**src/rtl/lipc_pkg.sv**
```systemverilog
// Purpose: Shared constants for the level interrupt priority controller
// Assumes: 8-bit register file addressing, eight request levels
// Notes: Register offsets are byte addresses in the control register set
package lipc_pkg;
   localparam int LEVELS = 8;
   localparam int LVL_W = 3;
   localparam int SLOTS_DEF = 4;

   localparam logic [7:0] ADDR_PENDING = 8'hdc;
   localparam logic [7:0] ADDR_MASK = 8'hdd;
   localparam logic [7:0] ADDR_SYSMODE = 8'hde;
   localparam logic [7:0] ADDR_PRIO = 8'hff;

   localparam logic [7:0] PENDING_RST = 8'h00;
   localparam logic [7:0] SYSMODE_RST = 8'h00;
   localparam logic [7:0] RDATA_NONE = 8'h00;
   localparam int GE_BIT = 0;

   // Priority configuration field positions
   localparam int PRIO_A_BIT = 0;
   localparam int PRIO_B_BIT = 2;
   localparam int PRIO_BSUB_BIT = 3;
   localparam int PRIO_C_BIT = 5;
   localparam int PRIO_CSUB_BIT = 6;
   localparam int PRIO_G2_BIT = 7;
   localparam int PRIO_G1_BIT = 4;
   localparam int PRIO_G0_BIT = 1;

   // Group order codes on bits {7,4,1}, leftmost group most urgent
   localparam logic [2:0] GRP_BCA = 3'h1;
   localparam logic [2:0] GRP_ABC = 3'h2;
   localparam logic [2:0] GRP_BAC = 3'h3;
   localparam logic [2:0] GRP_CAB = 3'h4;
   localparam logic [2:0] GRP_CBA = 3'h5;
   localparam logic [2:0] GRP_ACB = 3'h6;

   localparam logic [2:0] LV0 = 3'h0;
   localparam logic [2:0] LV1 = 3'h1;
   localparam logic [2:0] LV2 = 3'h2;
   localparam logic [2:0] LV3 = 3'h3;
   localparam logic [2:0] LV4 = 3'h4;
   localparam logic [2:0] LV5 = 3'h5;
   localparam logic [2:0] LV6 = 3'h6;
   localparam logic [2:0] LV7 = 3'h7;
endpackage

```
**src/rtl/lipc_top.sv**
```systemverilog
// Purpose: Global enable, level mask, programmable level priority and pending flags
// Assumes: CPU core and sources run on i_mclk; CPU pulses are one cycle wide
// Notes: Mask and priority registers have no reset value by design
`timescale 1ns/1ps
`default_nettype none

// Functional notes
// Within-level index zero is most urgent
// Lowest vector slot wins within a level
// Enable instruction sets, disable clears global bit
// Init software must run the enable instruction
// Reset clears the global enable bit
// Global enable bit also directly writable
// Mask bit n permits level n when one
// Mask contents undefined after reset
// Software disables globally before changing mask
// Priority register undefined after reset
// Levels grouped 0-1, 2-4, 5-7
// Bits 7,4,1 choose order of groups
// Bit 5 orders group three, bit 6 subgroup
// Bit 0 orders level 0 versus 1
// Highest ranked active level is serviced first
// Service needs global enable, mask and source enable
// Read-only pending flag per level
// Reset clears all pending flags
// Flags capture and read while globally disabled
// Accept clears enable; return sets it again
// Level 0 source cleared by hardware on acknowledge
// Remaining group patterns fill full table
module lipc_top #(
   parameter int SLOTS = lipc_pkg::SLOTS_DEF
) (
   input wire logic i_mclk,
   input wire logic i_nrst,
   input wire logic [7:0] i_addr,
   input wire logic i_wr,
   input wire logic [7:0] i_wdata,
   input wire logic i_rd,
   output logic [7:0] o_rdata,
   input wire logic i_ei,
   input wire logic i_di,
   input wire logic i_return_from_handler,
   input wire logic i_ack,
   input wire logic [lipc_pkg::LEVELS*SLOTS-1:0] i_src_req,
   input wire logic [lipc_pkg::LEVELS*SLOTS-1:0] i_src_en,
   output logic o_irq,
   output logic [lipc_pkg::LVL_W-1:0] o_vec_level,
   output logic [$clog2(SLOTS)-1:0] o_vec_slot,
   output logic o_lvl0_clr,
   output logic o_global_en
);
   localparam int SW = $clog2(SLOTS);

   logic [7:0] pending_q;
   logic [7:0] mask_q;
   logic [7:0] sysmode_q;
   logic [7:0] prio_q;
   logic [lipc_pkg::LEVELS-1:0] lvl_req;
   logic [lipc_pkg::LEVELS-1:0] lvl_svc;
   logic [lipc_pkg::LEVELS-1:0][SLOTS-1:0] src_ok;
   logic found_d;
   logic [2:0] win_d;
   logic [SW-1:0] slot_d;
   logic [23:0] order;
   logic take_ack;

   // Per-level request collection: pending ignores source enable, service needs it
   genvar gl;
   generate
      for (gl = 0; gl < lipc_pkg::LEVELS; gl++) begin : g_lvl
         assign src_ok[gl] = i_src_req[gl*SLOTS +: SLOTS] & i_src_en[gl*SLOTS +: SLOTS];
         assign lvl_req[gl] = |i_src_req[gl*SLOTS +: SLOTS];
         assign lvl_svc[gl] = (|src_ok[gl]) & mask_q[gl];
      end
   endgenerate

   assign take_ack = i_ack & o_irq;

   // Pending flags follow level requests regardless of global enable
   always_ff @(posedge i_mclk or negedge i_nrst) begin
      if (!i_nrst) begin
         pending_q <= lipc_pkg::PENDING_RST;
      end else begin
         pending_q <= lvl_req;
      end
   end

   // Mask and priority hold no reset; software must program them
   always_ff @(posedge i_mclk) begin
      if (i_wr && i_addr == lipc_pkg::ADDR_MASK) begin
         mask_q <= i_wdata;
      end
   end

   always_ff @(posedge i_mclk) begin
      if (i_wr && i_addr == lipc_pkg::ADDR_PRIO) begin
         prio_q <= i_wdata;
      end
   end

   // Acknowledge clear wins so no second request is taken before stacking
   always_ff @(posedge i_mclk or negedge i_nrst) begin
      if (!i_nrst) begin
         sysmode_q <= lipc_pkg::SYSMODE_RST;
      end else begin
         if (i_wr && i_addr == lipc_pkg::ADDR_SYSMODE) begin
            sysmode_q <= i_wdata;
         end
         if (i_ei || i_return_from_handler) begin
            sysmode_q[lipc_pkg::GE_BIT] <= 1'b1;
         end
         if (i_di) begin
            sysmode_q[lipc_pkg::GE_BIT] <= 1'b0;
         end
         if (take_ack) begin
            sysmode_q[lipc_pkg::GE_BIT] <= 1'b0;
         end
      end
   end

   // Build the urgency order of all levels, most urgent at the top bits
   always_comb begin
      logic [5:0] la;
      logic [8:0] lb;
      logic [8:0] lc;
      logic [5:0] bsub;
      logic [5:0] csub;
      la = 6'h0;
      lb = 9'h0;
      lc = 9'h0;
      bsub = 6'h0;
      csub = 6'h0;
      if (prio_q[lipc_pkg::PRIO_A_BIT]) begin
         la = {lipc_pkg::LV1, lipc_pkg::LV0};
      end else begin
         la = {lipc_pkg::LV0, lipc_pkg::LV1};
      end
      if (prio_q[lipc_pkg::PRIO_BSUB_BIT]) begin
         bsub = {lipc_pkg::LV4, lipc_pkg::LV3};
      end else begin
         bsub = {lipc_pkg::LV3, lipc_pkg::LV4};
      end
      if (prio_q[lipc_pkg::PRIO_B_BIT]) begin
         lb = {bsub, lipc_pkg::LV2};
      end else begin
         lb = {lipc_pkg::LV2, bsub};
      end
      if (prio_q[lipc_pkg::PRIO_CSUB_BIT]) begin
         csub = {lipc_pkg::LV7, lipc_pkg::LV6};
      end else begin
         csub = {lipc_pkg::LV6, lipc_pkg::LV7};
      end
      if (prio_q[lipc_pkg::PRIO_C_BIT]) begin
         lc = {csub, lipc_pkg::LV5};
      end else begin
         lc = {lipc_pkg::LV5, csub};
      end
      // Groups are used by the ordering only, never for masking
      case ({prio_q[lipc_pkg::PRIO_G2_BIT], prio_q[lipc_pkg::PRIO_G1_BIT],
             prio_q[lipc_pkg::PRIO_G0_BIT]})
         lipc_pkg::GRP_BCA: begin
            order = {lb, lc, la};
         end
         lipc_pkg::GRP_CBA: begin
            order = {lc, lb, la};
         end
         lipc_pkg::GRP_ABC: begin
            order = {la, lb, lc};
         end
         lipc_pkg::GRP_BAC: begin
            order = {lb, la, lc};
         end
         lipc_pkg::GRP_CAB: begin
            order = {lc, la, lb};
         end
         lipc_pkg::GRP_ACB: begin
            order = {la, lc, lb};
         end
         default: begin
            order = {la, lb, lc};
         end
      endcase
   end

   // Walk from least to most urgent so the most urgent active entry is kept last
   always_comb begin
      logic [2:0] lv;
      lv = 3'h0;
      found_d = 1'b0;
      win_d = 3'h0;
      slot_d = '0;
      for (int k = lipc_pkg::LEVELS - 1; k >= 0; k--) begin
         lv = order[23 - 3*k -: 3];
         if (lvl_svc[lv]) begin
            found_d = 1'b1;
            win_d = lv;
         end
      end
      for (int s = SLOTS - 1; s >= 0; s--) begin
         if (src_ok[win_d][s]) begin
            slot_d = SW'(s);
         end
      end
   end

   // Request drops the cycle after an acknowledge; vector follows the resolver every cycle
   always_ff @(posedge i_mclk or negedge i_nrst) begin
      if (!i_nrst) begin
         o_irq <= 1'b0;
         o_vec_level <= '0;
         o_vec_slot <= '0;
      end else begin
         o_irq <= found_d & sysmode_q[lipc_pkg::GE_BIT] & ~take_ack;
         o_vec_level <= win_d;
         o_vec_slot <= slot_d;
      end
   end

   always_ff @(posedge i_mclk or negedge i_nrst) begin
      if (!i_nrst) begin
         o_lvl0_clr <= 1'b0;
      end else begin
         o_lvl0_clr <= take_ack && o_vec_level == lipc_pkg::LV0;
      end
   end

   always_ff @(posedge i_mclk or negedge i_nrst) begin
      if (!i_nrst) begin
         o_global_en <= 1'b0;
      end else begin
         o_global_en <= sysmode_q[lipc_pkg::GE_BIT];
      end
   end

   // Unmapped reads return zero; pending register ignores writes
   always_ff @(posedge i_mclk or negedge i_nrst) begin
      if (!i_nrst) begin
         o_rdata <= lipc_pkg::RDATA_NONE;
      end else if (i_rd) begin
         case (i_addr)
            lipc_pkg::ADDR_PENDING: o_rdata <= pending_q;
            lipc_pkg::ADDR_MASK: o_rdata <= mask_q;
            lipc_pkg::ADDR_SYSMODE: o_rdata <= sysmode_q;
            lipc_pkg::ADDR_PRIO: o_rdata <= prio_q;
            default: o_rdata <= lipc_pkg::RDATA_NONE;
         endcase
      end
   end

   // Helper history for checks only; one cycle behind, in step with the registered vector
   logic [7:0] mask_p;
   logic [lipc_pkg::LEVELS-1:0][SLOTS-1:0] ok_p;
   logic [lipc_pkg::LEVELS-1:0] svc_p;
   logic [7:0] prio_p;
   logic [2:0] grp_p;
   always_ff @(posedge i_mclk) begin
      mask_p <= mask_q;
      ok_p <= src_ok;
      svc_p <= lvl_svc;
      prio_p <= prio_q;
      grp_p <= {prio_q[lipc_pkg::PRIO_G2_BIT], prio_q[lipc_pkg::PRIO_G1_BIT],
                prio_q[lipc_pkg::PRIO_G0_BIT]};
   end

   a_ack_clears_ge: assert property (@(posedge i_mclk) disable iff (!i_nrst)
      take_ack |=> !sysmode_q[lipc_pkg::GE_BIT] ##1 !o_irq)
      else $error("global enable not cleared by acknowledge");

   a_return_from_handler_sets_ge: assert property (@(posedge i_mclk) disable iff (!i_nrst)
      (i_return_from_handler && !i_di && !take_ack) |=> sysmode_q[lipc_pkg::GE_BIT])
      else $error("return did not set global enable");

   a_di_clears_ge: assert property (@(posedge i_mclk) disable iff (!i_nrst)
      i_di |=> !sysmode_q[lipc_pkg::GE_BIT] ##1 !o_global_en)
      else $error("disable did not clear global enable");

   a_ei_sets_ge: assert property (@(posedge i_mclk) disable iff (!i_nrst)
      (i_ei && !i_di && !take_ack) |=> ##1 o_global_en)
      else $error("enable did not reach global enable output");

   a_irq_needs_ge: assert property (@(posedge i_mclk) disable iff (!i_nrst)
      o_irq |-> $past(sysmode_q[lipc_pkg::GE_BIT]))
      else $error("request raised while globally disabled");

   a_irq_unmasked: assert property (@(posedge i_mclk) disable iff (!i_nrst)
      o_irq |-> mask_p[o_vec_level] && (|ok_p[o_vec_level]))
      else $error("request raised for masked or disabled level");

   a_slot_lowest: assert property (@(posedge i_mclk) disable iff (!i_nrst)
      o_irq |-> ok_p[o_vec_level][o_vec_slot]
                && ((ok_p[o_vec_level] & ((SLOTS'(1) << o_vec_slot) - SLOTS'(1))) == '0))
      else $error("vector slot not the lowest active one");

   a_pend_follows: assert property (@(posedge i_mclk) disable iff (!i_nrst)
      ##1 pending_q == $past(lvl_req))
      else $error("pending flags do not follow requests");

   a_lvl0_clear: assert property (@(posedge i_mclk) disable iff (!i_nrst)
      (take_ack && o_vec_level == lipc_pkg::LV0) |=> o_lvl0_clr ##1 !o_lvl0_clr)
      else $error("level zero clear pulse missing");

   a_pair_order: assert property (@(posedge i_mclk) disable iff (!i_nrst)
      (o_irq && o_vec_level == lipc_pkg::LV1 && svc_p[lipc_pkg::LV0])
         |-> prio_p[lipc_pkg::PRIO_A_BIT])
      else $error("level one served ahead of level zero against priority");

   a_c_head_order: assert property (@(posedge i_mclk) disable iff (!i_nrst)
      (o_irq && o_vec_level == lipc_pkg::LV5 && (svc_p[lipc_pkg::LV6] || svc_p[lipc_pkg::LV7]))
         |-> !prio_p[lipc_pkg::PRIO_C_BIT])
      else $error("level five served ahead of its subgroup against priority");

   a_group_a_last: assert property (@(posedge i_mclk) disable iff (!i_nrst)
      (o_irq && o_vec_level <= lipc_pkg::LV1
       && (grp_p == lipc_pkg::GRP_BCA || grp_p == lipc_pkg::GRP_CBA))
         |-> svc_p[lipc_pkg::LEVELS-1:lipc_pkg::LV2] == '0)
      else $error("first group served ahead of the other groups");

   a_group_c_first: assert property (@(posedge i_mclk) disable iff (!i_nrst)
      (o_irq && o_vec_level >= lipc_pkg::LV2 && o_vec_level <= lipc_pkg::LV4
       && grp_p == lipc_pkg::GRP_CBA) |-> svc_p[lipc_pkg::LV7:lipc_pkg::LV5] == '0)
      else $error("second group served ahead of third group");

   a_group_b_first: assert property (@(posedge i_mclk) disable iff (!i_nrst)
      (o_irq && o_vec_level >= lipc_pkg::LV5 && grp_p == lipc_pkg::GRP_BCA)
         |-> svc_p[lipc_pkg::LV4:lipc_pkg::LV2] == '0)
      else $error("third group served ahead of second group");

   a_idle_no_irq: assert property (@(posedge i_mclk) disable iff (!i_nrst)
      !found_d |=> !o_irq)
      else $error("request raised with no serviceable level");

   a_pend_read: assert property (@(posedge i_mclk) disable iff (!i_nrst)
      (i_rd && i_addr == lipc_pkg::ADDR_PENDING) |=> o_rdata == $past(pending_q))
      else $error("pending read returned wrong flags");

   a_sysmode_write: assert property (@(posedge i_mclk) disable iff (!i_nrst)
      (i_wr && i_addr == lipc_pkg::ADDR_SYSMODE && !i_ei && !i_di && !i_return_from_handler && !take_ack)
         |=> sysmode_q == $past(i_wdata))
      else $error("direct system mode write lost");

   a_mask_write: assert property (@(posedge i_mclk) disable iff (!i_nrst)
      (i_wr && i_addr == lipc_pkg::ADDR_MASK) |=> mask_q == $past(i_wdata))
      else $error("mask write lost");

   a_clr_cause: assert property (@(posedge i_mclk) disable iff (!i_nrst)
      o_lvl0_clr |-> $past(take_ack) && $past(o_vec_level) == lipc_pkg::LV0)
      else $error("level zero clear without its acknowledge");

endmodule
`default_nettype wire

```
**config.mk**
```make
export PLATFORM = sky130hd
export DESIGN_NAME = lipc_top
export DESIGN_NICKNAME = d
export VERILOG_FILES = /design/src/rtl/lipc_pkg.sv /design/src/rtl/lipc_top.sv
export SDC_FILE = /design/constraint.sdc
export NUM_CORES = 1
export LEC_CHECK = 0
export CORE_ASPECT_RATIO = 0.9
export CORE_UTILIZATION = 63
export CTS_BUF_LIST = sky130_fd_sc_hd__clkbuf_16
export DETAILED_ROUTE_END_ITERATION = 10
export DONT_BUFFER_PORTS = 1
export GPL_TIMING_DRIVEN = 0
export PLACE_DENSITY = 0.8
export SYNTH_ARGS = -nofsm -noshare
export SYNTH_HDL_FRONTEND = slang
export SYNTH_SLANG_ARGS = --single-unit
```
**constraint.sdc**
```tcl
create_clock -name i_mclk -period 4.5 [get_ports i_mclk]
set_input_delay 0.9 -clock i_mclk [delete_from_list [all_inputs] [get_ports i_mclk]]
set_output_delay 0.9 -clock i_mclk [all_outputs]
set_load 0.05 [all_outputs]
```
## Word-level counts from Yosys, hierarchy flattened

Index checks and enable logic that the tools add are counted.

| storage, ports and cells | value |
|---|---|
| flip-flop bits (word level) | 48 |
| input port bits | 88 |
| output and inout bits | 16 |
| logic and storage cells | 121 |

| operators by class | value |
|---|---|
| order comparisons | 9 |
| equal/unequal tests | 9 |
| muxes and demuxes | 49 |
| bitwise gates (word level) | 20 |
| reductions and logical operators | 23 |

Operator list:

| operator | number |
|---|---|
| case mux 24 bit (5 select lines) | 1 |
| OR reduction 4 bit | 16 |
| less-than comparator 3 x 4 -> 1 bit (second input constant) | 9 |
| bitwise AND 4 bit | 8 |
| == test 8 bit (second input constant) | 4 |
| case mux 8 bit (4 select lines) | 1 |
| binary-select mux 1 bit (select 3 bit) | 8 |
| two-way mux 3 bit | 8 |
| two-way mux 1 bit | 20 |
| two-way mux 9 bit | 2 |
| binary-select mux 4 bit (select 3 bit) | 1 |
| two-way mux 4 bit | 3 |
| bitwise AND 1 bit | 11 |
| == test 3 bit (second input constant) | 3 |
| two-way mux 2 bit | 4 |
| two-way mux 6 bit | 1 |
| logical AND 1 bit | 4 |
| nonzero test 4 bit | 1 |
| == test 3 x 1 -> 1 bit (second input constant) | 1 |
| == test 3 x 2 -> 1 bit (second input constant) | 1 |
| zero test 3 bit | 1 |
| logical OR 1 bit | 1 |
| inverter 1 bit | 1 |

## Longest topological paths before layout

| logic depth | value |
|---|---|
| depth after elaboration | 19 |
| depth in mapped cells | 18 |
| depth with buffers taken out | 16 |

## Worst setup path after synthesis

Ideal clock, no wire load.

| path | value |
|---|---|
| kind | register -> register |
| start | register prio_q[5] |
| end | register o_vec_slot[1] |
| library setup time | 0.120 ns |
| arrival | 3.590 ns |
| required time | 4.380 ns |
| path slack | 0.791 ns |
| stages on the path, launching flop included | 18 |
| path buffers | 1 |
| clock period less this slack | 3.709 ns |
| cell sequence | edfxtp_1 -> clkbuf_1 -> inv_1 -> ha_1 -> mux2_4 -> a211o_1 -> o31a_2 -> mux4_2 -> mux2i_4 -> o311ai_1 -> a311o_1 -> nand3_2 -> nand2_4 -> clkinv_4 -> nor2_1 -> o32a_1 -> o2bb2ai_1 -> and3b_1 |

| between the ends | value |
|---|---|
| word-level cells in the longest chain between the ends | 18 |
| elaborated cells between the ends (all ways) | 32 |
| those cells by class | 32 x mux |

Ends and longest elaborated chain:

| what | RTL line | text |
|---|---|---|
| from (decl) | lipc_top.sv:57 | `logic [7:0] prio_q;` |
| from (signal assigned) | lipc_top.sv:97 | `prio_q <= i_wdata;` |
| two-way mux 9 bit (*) | lipc_top.sv:153 | `if (prio_q[lipc_pkg::PRIO_C_BIT]) begin` |
| case mux 24 bit (5 select lines) (*) | lipc_top.sv:159 | `case ({prio_q[lipc_pkg::PRIO_G2_BIT], prio_q[lipc_pkg::PRIO_G1_BIT],` |
| binary-select mux 1 bit (select 3 bit) | lipc_top.sv:194 | `if (lvl_svc[lv]) begin` |
| two-way mux 1 bit (not written as such) | lipc_top.sv:194 |  |
| two-way mux 3 bit (7 in series) | lipc_top.sv:194 |  |
| two-way mux 3 bit (*) | lipc_top.sv:194 |  |
| net win_d[0] | lipc_top.sv:62 | `logic [2:0] win_d;` |
| binary-select mux 4 bit (select 3 bit) (*) | lipc_top.sv:200 | `if (src_ok[win_d][s]) begin` |
| two-way mux 4 bit (not written as such) (*) | lipc_top.sv:200 |  |
| two-way mux 2 bit (3 in series) | lipc_top.sv:200 |  |
| two-way mux 2 bit (*) | lipc_top.sv:200 |  |
| net slot_d[1] | lipc_top.sv:63 | `logic [SW-1:0] slot_d;` |
| to (signal assigned) | lipc_top.sv:215 | `o_vec_slot <= slot_d;` |
| to (decl) | lipc_top.sv:48 | `output logic [$clog2(SLOTS)-1:0] o_vec_slot,` |

The timed path passes the listed nets; every way through them passes the cells marked *. The select of a mux whose other input is x is not followed.
A chain may end at the register's enable or synchronous reset.

## Final worst setup path

| path | value |
|---|---|
| start | register prio_q[2] |
| end | register o_vec_slot[1] |

| between the ends | value |
|---|---|
| word-level cells in the longest chain between the ends | 18 |
| elaborated cells between the ends (all ways) | 32 |
| those cells by class | 32 x mux |

Ends and longest elaborated chain:

| what | RTL line | text |
|---|---|---|
| two-way mux 9 bit (*) | lipc_top.sv:143 | `if (prio_q[lipc_pkg::PRIO_B_BIT]) begin` |
| case mux 24 bit (5 select lines) (*) | lipc_top.sv:159 |  |
| binary-select mux 1 bit (select 3 bit) | lipc_top.sv:194 |  |
| two-way mux 1 bit (not written as such) | lipc_top.sv:194 |  |
| two-way mux 3 bit (7 in series) | lipc_top.sv:194 |  |
| two-way mux 3 bit (*) | lipc_top.sv:194 |  |
| net win_d[2] | lipc_top.sv:62 |  |
| binary-select mux 4 bit (select 3 bit) (*) | lipc_top.sv:200 |  |
| two-way mux 4 bit (not written as such) (*) | lipc_top.sv:200 |  |
| two-way mux 2 bit (3 in series) | lipc_top.sv:200 |  |
| two-way mux 2 bit (*) | lipc_top.sv:200 |  |
| net slot_d[1] | lipc_top.sv:63 |  |

Marks and branches as above.

==> results.cfg <==
[critical_path]
cp_cell_sequence = inv_1 > ha_1 > buf_2 > nor2_1 > o32ai_1 > nor2_1 > mux2i_1 > a21bo_2 > a211oi_1 > a211oi_1 > o21a_1 > inv_2 > nand2b_1 > o32a_1 > o2bb2ai_1 > and3b_1
crit_slowest_cell = o32ai_1
critPathRequiredTime_ns = 4.68
path_delay_family = compound AO/OA/AOI/OAI gates
end_kind = flip-flop
start_kind = flip-flop
arrival_ns = 4.47
critPathKind = reg2reg
max_stage_delay_ns = 0.75
path_buf_inv = 3
cp_max_fo = 10

[status]
outcome = finished, final reports clean

[timing]
worstMarginPinSlew_ns = 1.40
hold_ws_ns = 0.303
rsz0062_at_grt = no
slew-limit-headroom_pct = 5.63
finClkSkew_ns = 0.00550
slew_violations = 0
finalSetupTns_ns = 0
min_period_ns = 4.30
clock.fmax_ghz = 0.233
report.final.setup_viol = 0
post-route-period-util_pct = 95.5
hold_viol_final = 0

[finish]
syn2layout_area_growth_pct = 7.08
drive_above_1_share_pct = 11.7
final_net_count = 573
nFillCells = 479
final-instance-count-excl-fill = 566
antenna_cells = 0

[route]
drtIter0Drc = 448
vias = 4061
wire_per_inst_um = 22.5
detail-route-antenna-nets = 0
wl_um = 12700
drtPass1Iterations = 6
drcViolationCount = 0
vias_per_cell = 7.17

[placement]
dp.cells = 555
place_congestion = 1.02
portBuffers = 0
dp_hpwl_um = 9700

[synth]
synth_edf_count = 16
syn_area_sq_um = 4150
synth-seq-cells = 48
synth_cells = 468
synth.area.top_cells = dfrtp_1 19%, edfxtp_1 12%, mux2i_1 6.5%
synthesis.nets = 563
synthFlopType = dfrtp_1
avgSynthCellArea_sq_um = 8.88
yosysWarnings = 0
yosysTopAreaCell = dfrtp_1
yosysTopAreaCellShare_pct = 19.3
yosysUniqueCellTypes = 79
ys_async_sr_fraction_pct = 66.7
ys_seq_area_share_pct = 30.8

[global_routing]
gr-total-overflow = 0
track_usage_pct = 38.0
grt_start_max_net_pins = 33
grt_use_met2_pct = 57.4
grt_pass1_vias = 3791
grt_util_met1_pct = 54.8
grt-busiest-layer = met2
grt_use_met3_pct = 7.90
antenna_found_initial = 0
grt_pass1_wl_um = 19600

[job]
max_cap_violations = 0

[power_and_ir_drop]
powerDensity_nw_per_um2 = 223
p_leak_nw = 1.80
peakVddDrop_mv = 0.207

[die]
initial_core_util_pct = 66.5
placementRows = 27
top_level_ports = 104
dieArea_sq_um = 6920
core_sq_um = 6250
die_h_um = 79.0
die-width_um = 87.6

[cts]
clk-insertion-delay-late_ns = 0.29
cts.hold.buffers_added = 0
clock_sinks = 48
path_clk_slew_ns = 0.07
htree_levels = 2
root_buffer = clkbuf_16
cts_buffers = 5
clk_path_buf_depth = 2
cts_tree = yes

[hold_path]
min_path_type = in2async
## cell usage after synthesis (all sizes together) (3+ instances only)
| cell | instances |
|---|---|
| a211oi | 4 |
| a21boi | 8 |
| a21o | 4 |
| a21oi | 27 |
| a221oi | 3 |
| a222oi | 8 |
| a22oi | 3 |
| a31oi | 5 |
| a32oi | 3 |
| a41o | 7 |
| a41oi | 8 |
| and2 | 6 |
| and3 | 5 |
| buf | 14 |
| clkbuf | 4 |
| dfrtp | 32 |
| edfxtp | 16 |
| ha | 7 |
| inv | 29 |
| mux2 | 9 |
| mux2i | 29 |
| mux4 | 5 |
| nand2 | 52 |
| nand2b | 23 |
| nand3 | 13 |
| nor2 | 28 |
| nor2b | 10 |
| nor3 | 9 |
| nor3b | 4 |
| o211ai | 9 |
| o21ai | 14 |
| o22ai | 15 |
| o31ai | 4 |
| o32a | 4 |
| o32ai | 3 |
| or4 | 8 |
## final timing paths
kind | startpoint | endpoint | slack [ns] | cells past startpoint
max | prio_q[2]$_DFFE_PP_ | o_vec_slot[1]$_DFF_PN0_ | 0.20 | 16
min reg2reg | sysmode_q[0]$_DFFE_PN0P_ | o_global_en$_DFF_PN0_ | 0.47 | 0
max in group asynchronous | i_nrst | sysmode_q[3]$_DFFE_PN0P_ | 4.12 | 0
min | i_nrst | o_lvl0_clr$_DFF_PN0_ | 0.30 | 0
min in group i_mclk | sysmode_q[0]$_DFFE_PN0P_ | o_global_en$_DFF_PN0_ | 0.47 | 0
max reg2reg | prio_q[2]$_DFFE_PP_ | o_vec_slot[1]$_DFF_PN0_ | 0.20 | 16
## what timing repair did
item,CTS,global route
setup buffers,0,4
endpoints found under the setup margin,0,2
resized for setup,0,0
## cell usage in the layout (no fill, tap or decap), types with 5 or more instances in the layout
cell type | Yosys | routed
a21boi_0 | 8 | 8
a21oi_1 | 27 | 27
a222oi_1 | 8 | 8
a31oi_1 | 5 | 5
a41o_1 | 7 | 7
a41oi_1 | 8 | 8
and2_1 | 6 | 6
and3_1 | 5 | 5
buf_2 | 8 | 8
buf_4 | 3 | 7
clkbuf_16 | 0 | 5
dfrtp_1 | 32 | 32
edfxtp_1 | 16 | 16
ha_1 | 7 | 7
inv_1 | 27 | 27
mux2_2 | 7 | 7
mux2i_1 | 27 | 27
mux4_2 | 5 | 5
nand2_1 | 51 | 51
nand2b_1 | 23 | 23
nand3_1 | 12 | 12
nor2_1 | 28 | 28
nor2b_1 | 10 | 10
nor3_1 | 9 | 9
o211ai_1 | 9 | 9
o21ai_0 | 7 | 7
o21ai_1 | 7 | 7
o22ai_1 | 15 | 15
or4_1 | 8 | 8
## logic make-up after synthesis
kind of cell | Yosys count | synth area share [%]
compound gates | 149 | 27.0
buf+inv | 48 | 5.33
simple gates | 173 | 21.8
fa+ha+maj | 7 | 2.11
mux | 43 | 12.8
flops | 48 | 30.8
## routing by layer
metal  part of all wire (%)  wire length [um]  vias to the layer above
met3                     11              1400                       27
li1                       -                 -                     1828
met5                      0                 0                        -
met4                    1.9               242                        0
met1                     42              5390                     1919
met2                     45              5720                      287
## report_power, final
group          total, mW  internal (mW)  switching [mW]  leakage [nW]
combinational      0.126         0.0528          0.0733          1.19
sequential         0.501          0.465          0.0362         0.539
clock              0.365          0.207           0.158        0.0702
total              0.992          0.724           0.268          1.80
## stage by stage
| step | total power [mW] | worst slack, ns | cell area [sq um] | utilization, % |
|---|---|---|---|---|
| detailed placement | 0.631 | 0.181 | 4270 | 68.3 |
| CTS | 0.991 | 0.124 | 4420 | 70.7 |
| finish | 0.992 | 0.202 | 4450 | 71.2 |
| global placement | 0.629 | 0.269 | 4260 | 68.2 |
| floorplan | 0.603 | 0.791 | 4150 | - |
| global route | 1.03 | 0.0903 | 4450 | 71.2 |
## flip-flops by register name, summed over array words and instances (netlist names), 2 cells and up
register,cells
mask_q,8
o_rdata,8
pending_q,8
prio_q,8
sysmode_q,8
o_vec_level,3
o_vec_slot,2
## final cells by class
type | instances | area [sq um] | share of cell area (%)
Multi-Input combinational cell | 372 | 2660 | 59.9
Buffer | 17 | 100 | 2.25
Tap cell | 87 | 109 | 2.45
Sequential cell | 48 | 1280 | 28.8
Timing Repair Buffer | 4 | 30.0 | 0.675
Inverter | 30 | 118 | 2.64
Clock buffer | 5 | 125 | 2.81
Clock inverter | 3 | 21.3 | 0.478
No activity file was read; power rests on OpenSTA's default activity.
